<file path="src/rtl/pcg_defs.vh">
// Constants for the slot-to-controller host port glue block.
// Assumes inclusion by the single design file under rtl/.
`ifndef PCG_DEFS_VH
`define PCG_DEFS_VH

// ----------------------------------------------------------------------
// Strap field positions
// ----------------------------------------------------------------------
`define PCG_STRAP_W        16
`define PCG_WIDTH_BIT      0
`define PCG_BUSSEL_LO      1
`define PCG_BUSSEL_HI      3
`define PCG_ENDIAN_BIT     4
`define PCG_WAITPOL_BIT    5
`define PCG_STRAP_RESET    16'h0000

// ----------------------------------------------------------------------
// Bus select codes
// ----------------------------------------------------------------------
`define PCG_BUS_GENERIC    3'h3

// ----------------------------------------------------------------------
// Memory map
// ----------------------------------------------------------------------
`define PCG_MEM_SEL_BIT    21
`define PCG_REG_ALIAS_W    6
`define PCG_BUF_BASE       26'h0200000
`define PCG_BUF_LAST       26'h03FFFFF
`define PCG_ALIAS_W        4

// ----------------------------------------------------------------------
// Arbitration timing
// ----------------------------------------------------------------------
`define PCG_ARB_NS         200
`define PCG_CLK_NS         100
`define PCG_ARB_CYC        ((`PCG_ARB_NS + `PCG_CLK_NS - 1) / `PCG_CLK_NS)

`endif

</file>
<file path="src/rtl/pcg_host_glue.v">
// Device-side host port of a display controller behind a 16-bit card slot.
// Assumes slot strobes are asynchronous pins and the glue decode is outside.
//
// Notes on behaviour
// - Sixteen strap pins latch on reset release and rule afterwards.
// - Width strap one means 8-bit port, zero means 16-bit.
// - Bus select 011 is generic; 000 to 010 processor; 1xx reserved.
// - Endian strap one means little endian, zero big endian.
// - Wait polarity strap one gives active-high wait, else active-low.
// - Registers from address zero; buffer from 200000h to 3fffffh.
// - Register set repeats every 64 bytes.
// - Address bits 25 to 22 ignored, so sixteen aliases appear.
// - Wait stays asserted until arbitration completes.
`include "pcg_defs.vh"

module pcg_host_glue #(
	parameter ARB_CYC = `PCG_ARB_CYC
) (
	// Clock and reset
	input  wire        clk_in,
	input  wire        srst_in,
	// Device pins after the glue decode
	input  wire        reset_n_in,
	input  wire        chip_sel_n_in,
	input  wire        low_byte_read_n_in,
	input  wire        high_byte_read_n_in,
	input  wire        low_byte_write_n_in,
	input  wire        high_byte_write_n_in,
	input  wire        bus_start_input_in,
	input  wire        mem_sel_in,
	input  wire [20:0] host_addr_in,
	input  wire [15:0] host_data_io_in,
	input  wire [15:0] strap_in,
	output wire [15:0] host_data_io_out,
	output wire        host_data_io_oe_out,
	output reg         wait_out,
	// Decoded configuration
	output wire        host_8bit_out,
	output wire [2:0]  bus_select_straps_out,
	output wire        generic_mode_out,
	output wire        bus_reserved_out,
	output wire        little_endian_out,
	output wire        wait_active_high_out,
	output wire [15:0] config_out,
	// Internal access port
	output reg         acc_valid_out,
	output reg         acc_write_out,
	output reg         acc_is_buf_out,
	output reg  [5:0]  acc_reg_idx_out,
	output reg  [20:0] acc_buf_addr_out,
	output reg  [1:0]  acc_lanes_out,
	output reg  [15:0] acc_wdata_out,
	input  wire [15:0] acc_rdata_in,
	input  wire        refresh_busy_in
);

	// ------------------------------------------------------------------
	// Pin synchronisers
	// ------------------------------------------------------------------
	localparam SW = 7;
	reg [SW-1:0] sa_q;
	reg [SW-1:0] sb_q;
	wire [SW-1:0] pins = {reset_n_in, chip_sel_n_in, low_byte_read_n_in,
		high_byte_read_n_in, low_byte_write_n_in, high_byte_write_n_in,
		bus_start_input_in};
	always @(posedge clk_in) begin
		if (srst_in) begin
			sa_q <= 7'h7F;
			sb_q <= 7'h7F;
		end else begin
			sa_q <= pins;
			sb_q <= sa_q;
		end
	end
	wire rst_n_s = sb_q[6];
	wire cs_s    = ~sb_q[5];
	wire rd0_s   = ~sb_q[4];
	wire rd1_s   = ~sb_q[3];
	wire wr0_s   = ~sb_q[2];
	wire wr1_s   = ~sb_q[1];

	// Address, data, space select: same two stages as the strobes
	reg [20:0] addr_s1_q;
	reg [20:0] addr_s2_q;
	reg [15:0] dat_s1_q;
	reg [15:0] dat_s2_q;
	reg        msel_s1_q;
	reg        msel_s2_q;
	always @(posedge clk_in) begin
		if (srst_in) begin
			addr_s1_q <= 21'h000000;
			addr_s2_q <= 21'h000000;
			dat_s1_q  <= 16'h0000;
			dat_s2_q  <= 16'h0000;
			msel_s1_q <= 1'b0;
			msel_s2_q <= 1'b0;
		end else begin
			addr_s1_q <= host_addr_in;
			addr_s2_q <= addr_s1_q;
			dat_s1_q  <= host_data_io_in;
			dat_s2_q  <= dat_s1_q;
			msel_s1_q <= mem_sel_in;
			msel_s2_q <= msel_s1_q;
		end
	end

	// ------------------------------------------------------------------
	// Strap capture
	// ------------------------------------------------------------------
	reg        rst_n_d1_q;
	reg [15:0] strap_q;
	reg [15:0] strap_s1_q;
	reg [15:0] strap_s2_q;
	always @(posedge clk_in) begin
		if (srst_in) begin
			// Synced idle level, so no false edge after reset
			rst_n_d1_q <= 1'b1;
			strap_s1_q <= `PCG_STRAP_RESET;
			strap_s2_q <= `PCG_STRAP_RESET;
			strap_q    <= `PCG_STRAP_RESET;
		end else begin
			rst_n_d1_q <= rst_n_s;
			strap_s1_q <= strap_in;
			strap_s2_q <= strap_s1_q;
			// Straps held across the release, so the synced copy is safe
			if (rst_n_s && !rst_n_d1_q)
				strap_q <= strap_s2_q;
		end
	end
	assign config_out            = strap_q;
	assign host_8bit_out         = strap_q[`PCG_WIDTH_BIT];
	assign bus_select_straps_out =
		strap_q[`PCG_BUSSEL_HI:`PCG_BUSSEL_LO];
	assign bus_reserved_out      = strap_q[`PCG_BUSSEL_HI];
	assign generic_mode_out      =
		(bus_select_straps_out == `PCG_BUS_GENERIC);
	assign little_endian_out     = strap_q[`PCG_ENDIAN_BIT];
	assign wait_active_high_out  = strap_q[`PCG_WAITPOL_BIT];

	// ------------------------------------------------------------------
	// Access sequencer
	// ------------------------------------------------------------------
	localparam ST_IDLE = 3'h1;
	localparam ST_ARB  = 3'h2;
	localparam ST_DONE = 3'h4;
	reg [2:0]  st_q;
	reg [15:0] cnt_q;
	reg [15:0] rdata_q;
	reg        drive_q;
	wire rd_any  = rd0_s | rd1_s;
	wire wr_any  = wr0_s | wr1_s;
	// Unused lanes on 8-bit ports still decoded; host ignores high byte
	wire active  = rst_n_s && cs_s && generic_mode_out &&
		(rd_any || wr_any);
	wire is_buf  = msel_s2_q;
	wire [15:0] swap_in = little_endian_out ? dat_s2_q :
		{dat_s2_q[7:0], dat_s2_q[15:8]};
	wire wait_now = (st_q != ST_DONE) && active;

	always @(posedge clk_in) begin
		if (srst_in || !rst_n_s) begin
			st_q             <= ST_IDLE;
			cnt_q            <= 16'h0000;
			acc_valid_out    <= 1'b0;
			acc_write_out    <= 1'b0;
			acc_is_buf_out   <= 1'b0;
			acc_reg_idx_out  <= 6'h00;
			acc_buf_addr_out <= 21'h000000;
			acc_lanes_out    <= 2'h0;
			acc_wdata_out    <= 16'h0000;
			rdata_q          <= 16'h0000;
			drive_q          <= 1'b0;
			wait_out         <= 1'b0;
		end else begin
			acc_valid_out <= 1'b0;
			wait_out <= wait_now ^ ~wait_active_high_out;
			case (st_q)
			ST_IDLE: begin
				if (active) begin
					st_q             <= ST_ARB;
					cnt_q            <= 16'h0000;
					acc_write_out    <= wr_any;
					acc_is_buf_out   <= is_buf;
					// Upper slot bits never arrive here: aliases fall out
					acc_reg_idx_out  <=
						addr_s2_q[`PCG_REG_ALIAS_W-1:0];
					acc_buf_addr_out <= addr_s2_q;
					acc_lanes_out    <= {rd1_s | wr1_s,
						rd0_s | wr0_s};
					acc_wdata_out    <= swap_in;
				end
			end
			ST_ARB: begin
				if (!active) begin
					st_q <= ST_IDLE;
				end else if (!refresh_busy_in &&
						cnt_q >= ARB_CYC[15:0] - 16'h0001) begin
					st_q          <= ST_DONE;
					acc_valid_out <= 1'b1;
				end else begin
					cnt_q <= cnt_q + 16'h0001;
				end
			end
			ST_DONE: begin
				if (!acc_write_out) begin
					rdata_q <= little_endian_out ? acc_rdata_in :
						{acc_rdata_in[7:0], acc_rdata_in[15:8]};
					drive_q <= 1'b1;
				end
				if (!active) begin
					st_q    <= ST_IDLE;
					drive_q <= 1'b0;
				end
			end
			default: st_q <= ST_IDLE;
			endcase
		end
	end

	// Read data only while a read strobe is still low
	assign host_data_io_out    = rdata_q;
	assign host_data_io_oe_out = drive_q && rd_any && cs_s;

endmodule

</file>
<file path="config.mk">
export PLATFORM = sky130hd
export DESIGN_NAME = pcg_host_glue
export DESIGN_NICKNAME = d
export VERILOG_FILES = /design/src/rtl/pcg_host_glue.v
export VERILOG_INCLUDE_DIRS = /design/src /design/src/rtl
export SDC_FILE = /design/constraint.sdc
export NUM_CORES = 1
export LEC_CHECK = 0
export BUFFER_PORTS_ARGS = -buffer_cell sky130_fd_sc_hd__buf_2
export CAP_MARGIN = 20
export CORE_MARGIN = 3
export CORE_UTILIZATION = 55
export CTS_BUF_LIST = sky130_fd_sc_hd__clkbuf_16
export CTS_CLUSTER_DIAMETER = 80
export CTS_CLUSTER_SIZE = 10
export DETAILED_ROUTE_END_ITERATION = 10
export PLACE_DENSITY_LB_ADDON = 0.05
export REMOVE_ABC_BUFFERS = 1
export SETUP_SLACK_MARGIN = 0.02
export SLEW_MARGIN = 15
export SYNTH_ARGS = -nofsm -noshare
export SYNTH_HDL_FRONTEND = slang
export SYNTH_SLANG_ARGS = --single-unit
</file>
<file path="constraint.sdc">
create_clock -name clk_in -period 4.7 [get_ports clk_in]
set_clock_uncertainty 0.2 [all_clocks]
set_input_delay 0.705 -clock clk_in [delete_from_list [all_inputs] [get_ports clk_in]]
set_output_delay 0.705 -clock clk_in [all_outputs]
set_load 0.02 [all_outputs]
</file>
# Word-level counts from Yosys, hierarchy flattened
# Cells that the tools add are included.
# word_totals
reg_bits	224
latchBits	0
mem_bits_rw	0
mem_bits_ro	0
input_bits	80
mem_count	0
# op_classes
add_sub_neg	1
mul	0
n_div	0
n_lt_le_gt_ge	1
eq_ne	11
shifts	0
muxes	14
n_bitwise	14
reduce_logical	20
# ops
op	n
16-bit two-way mux	5
16-bit one-hot mux with 2 select lines	1
16-bit by 1-bit adder with 16-bit output (second input constant)	1
16-bit by 1-bit greater-or-equal comparator with 1-bit output (second input constant)	1
3-bit two-way mux	4
2-bit inequality test (second input constant)	5
1-bit NOT	9
3-bit one-hot mux with 3 select lines	1
1-bit logical AND	8
3-bit by 2-bit == test with 1-bit output (second input constant)	2
3-bit inequality test (second input constant)	2
2-bit AND reduction	3
1-bit OR	4
4-bit AND reduction	1
3-bit by 1-bit == test with 1-bit output (second input constant)	1
3-bit == test (second input constant)	1
1-bit logical NOT	3
1-bit two-way mux	3
3-bit AND reduction	1
3-bit OR reduction	1
1-bit logical OR	2
2-bit nonzero test	1
1-bit XOR	1

# Longest topological paths before layout
# depth
word_depth	6
mapped_depth	9

# Worst setup path before layout
# No wires, ideal clock.
# synth_path
kind	reg2reg
startpoint	reg cnt_q[1]
endpoint	reg cnt_q[5]
setup_time_ps	132
arrival_ps	1784
setup_slack_ps	2583
stages_incl_launch_ff	10
period_less_slack_ps	2117
cell_sequence	dfxtp_1 inv_1 ha_1 nor4_1 a41o_2 o211ai_2 buf_6 clkbuf_1 o31ai_1 a21oi_1
# synth_via
elab_chain_cells	4
word_cells_on_any_way	8
cone_classes	add/sub (1); order compare (1); eq/ne (1); mux (3); reduce/logical (2)
# synth_rtl
item	line	text
start, declared	pcg_host_glue.v:147	reg [15:0] cnt_q;
start signal, assigned	pcg_host_glue.v:201	cnt_q <= cnt_q + 16'h0001;
16-bit by 1-bit adder with 16-bit output or 16-bit by 1-bit greater-or-equal comparator with 1-bit output (tied branches)	pcg_host_glue.v:201, pcg_host_glue.v:197	
16-bit two-way mux or 1-bit logical AND (tied branches)	pcg_host_glue.v:196	end else if (!refresh_busy_in &&
16-bit two-way mux or 2-bit inequality test (tied branches)	--	
16-bit one-hot mux with 2 select lines or 4-bit AND reduction (tied branches)	--	
# Several ways; a longest one is shown, not always the timed one. The select of a mux whose other input is x is not followed.
# A chain may end at the register's enable or synchronous reset.

# Final worst setup path
# layout_path
startpoint	reg strap_q[4], in the netlist config_out[4]
endpoint	out little_endian_out
# layout_lines
item	line	text
start, declared	pcg_host_glue.v:111	reg [15:0] strap_q;
start signal, assigned	pcg_host_glue.v:120	strap_q <= `PCG_STRAP_RESET;
start signal, assigned	pcg_host_glue.v:127	strap_q <= strap_s2_q;
end, declared	pcg_host_glue.v:42	output wire little_endian_out,
# No word-level cell between the ends.

==> reports/metrics.cfg <==
[status]
status=completed

[timing]
max_clock_freq_mhz=363.1
finalSetupViolations=0
slew_violations=0
rsz0062_at_grt=false
tightest_slew_ns=1.049
maxSlewHeadroom=0.3004
fin_crit_ns=2.754
hold_violations=0
fin_crit_sh=0.5860
setup_tns_ns=0

[cells_and_area]
multi_input_area_um2=2700
fill_cells=979
final_util=0.6877
areaGrowthSynthToFinish_pct=20.50
finalNetCount=952
drive_gt1_frac=0.2589
regArea_um2=4325

[setup_path]
worst_ep_required_time_ns=3.80
timing.critical_path.buf_inv=1
crit_path_max_incr_delay_ns=1.02
cpLargestDelayFamily=flip-flops
cpMaxStageDelayCell=dfxtp_2
path_cells=buf_2
crit_path_end_kind=primary output
critical_path_class=flip-flop to primary output
start_kind=flip-flop
path_max_fanout=35
crit_arrival_ns=1.85

[grt]
antenna_found_initial=3
grt_pass1_wl_um=22330
grt_usage=0.1826
grt.overflow.total=0
grt_max_degree=94
grt_pass1_vias=4891

[synth]
synth_area_leaders=dfxtp_1 (59%), nor2b_1 (9.6%), mux2i_1 (4.8%), nand2_1 (4.6%), a21oi_1 (3.4%)
syn_inst=731
syn-mean-instance-area_um2=10.01
yosysSeqAreaShare=0.5908
netlist_area_um2=7320
synthMuxAreaShare=0.04786
synth-adder-area-share=0.005128
synth_top_area_cell=dfxtp_1
synth_compound_area_frac=0.09214
ys_ff_latch=216
synthSimpleGateAreaFrac=0.2147
synthArstFlopShare=0
ys_warn_count=0
synth_top_family_by_area=simple AND/OR/NAND/NOR gates
synth.top_cell.area_share=0.5908
synth-edff-count=0
synth_xor_area_frac=0.007179
yosysUniqueCellTypes=39
synthFlopType=dfxtp_1

[power]
powerDensity_nw_per_um2=414.1
p_leak_nw=3.515
peakVddDrop_v=0.0003516

[place]
io_buffer_count=168
post-dp-hpwl_um=9184
gp_congestion=0.7780

[cts]
cts_buffers=25
cts_sinks=216
cts_resized=0
clockRootBuffer=clkbuf_16
cts_tree=done
clk_pin_slew_ns=0.05
clkLatencyLatePin_ns=0.51
cts-htree-levels=1
cts_setup_buffers=0
cts_hold_buf=0
cts_max_path_buffers=3

[route]
route.vias.total=5267
drc=0
via_per_inst=5.055
drtPass1Iterations=4
final_antenna_net_count=0
wirelength_um=13810
wl_per_cell_um=13.26
drtIter0Drc=167

[floorplan]
die_h_um=121.4
start_util=0.5707
ios=170
rows=41
die-area_um2=14730
core_um2=12820
die_x_um=121.4

[job]
drv_cap=0

[hold_path]
hold_class=input port to flip-flop

[state kept, by name (all words and copies together), names as in the netlist, 6 cells and up]
register and count:
acc_buf_addr_out 16, config_out 16, addr_s1_q 21, addr_s2_q 21, host_data_io_out 16, dat_s2_q 16, acc_wdata_out 16, strap_s1_q 16
cnt_q 16, strap_s2_q 16, dat_s1_q 16, sa_q 6, sb_q 6
[power breakdown]
| part | internal, mW | switching, mW |
|---|---|---|
| combinational | 0.0590 | 0.0597 |
| sequential | 1.88 | 0.0132 |
| clock | 0.993 | 0.644 |
[cell usage after synthesis, drive strengths merged (3+ instances only)]
cell type and n:
and4 3, o31ai 6, mux2i 35, or3 5, a311oi 3, nand3 6
nor3 3, nand2b 3, inv 6, nor4 4, nor2 46, ha 3
nor2b 112, nand2 90, dfxtp 216, a211oi 34, xnor2 4, o211ai 3
clkbuf 40, a21oi 50, buf 20, or4 6, o21ai 3, or2 15
[logic make-up after synthesis]
logic type,Yosys count
fa+ha+maj,3
mux,35
buf+inv,66
simple gates,302
compound gates,103
flops,216
xor+xnor,6
[per-layer routing]
layer	wire, um	track usage	vias to the layer above
li1	-	-	2682
met1	5841	0.2203	2370
met2	6382	0.3078	170
met3	1163	0.05315	41
met4	398	0.07003	4
met5	27	0	-
[cells in the final DEF (no fill, tap or decap), drive strengths merged, types with 5 or more instances in the layout]
master,instances
a211oi,34
a21oi,50
buf,171
clkbuf,25
dfxtp,216
inv,7
mux2i,35
nand2,90
nand3,6
nor2,46
nor2b,112
o31ai,6
or2,15
or3,5
or4,6
[final cells by class]
class | instances | share of cell area
well taps | 172 | 0.02440
inverters | 6 | 0.002554
flip-flops and latches | 216 | 0.4904
diodes | 1 | 0.0002837
clock inverters | 2 | 0.005675
multi-input cells | 449 | 0.3061
repair buffers | 171 | 0.09959
clock buffers | 25 | 0.07093
[path summary, 6_finish.rpt]
path | start | endpoint | slack [ns] | cells past startpoint
hold reg to reg | sa_q[6] | sb_q[6] | 0.21 | 1
setup / recovery | config_out[4] | little_endian_out | 1.95 | 1
setup reg to reg | cnt_q[1] | cnt_q[15] | 2.10 | 7
hold / removal | low_byte_write_n_in | sa_q[2] | 0.18 | 2
[per-stage QoR]
stage                     hold slack, ns  setup slack (ns)  instances  area, um2  total power, mW
after floorplan                   0.1895             1.926        671       7033            1.988
after CTS                         0.1607             1.921       1040       8790            3.701
after global placement            0.1919             1.870       1013       8114            2.048
after global routing              0.1678             1.862       1042       8820            3.792
final                             0.1806             1.946       1042       8820            3.652
after detailed placement          0.1932             1.836       1013       8114            2.054
No activity file was read; power rests on OpenSTA's default activity.
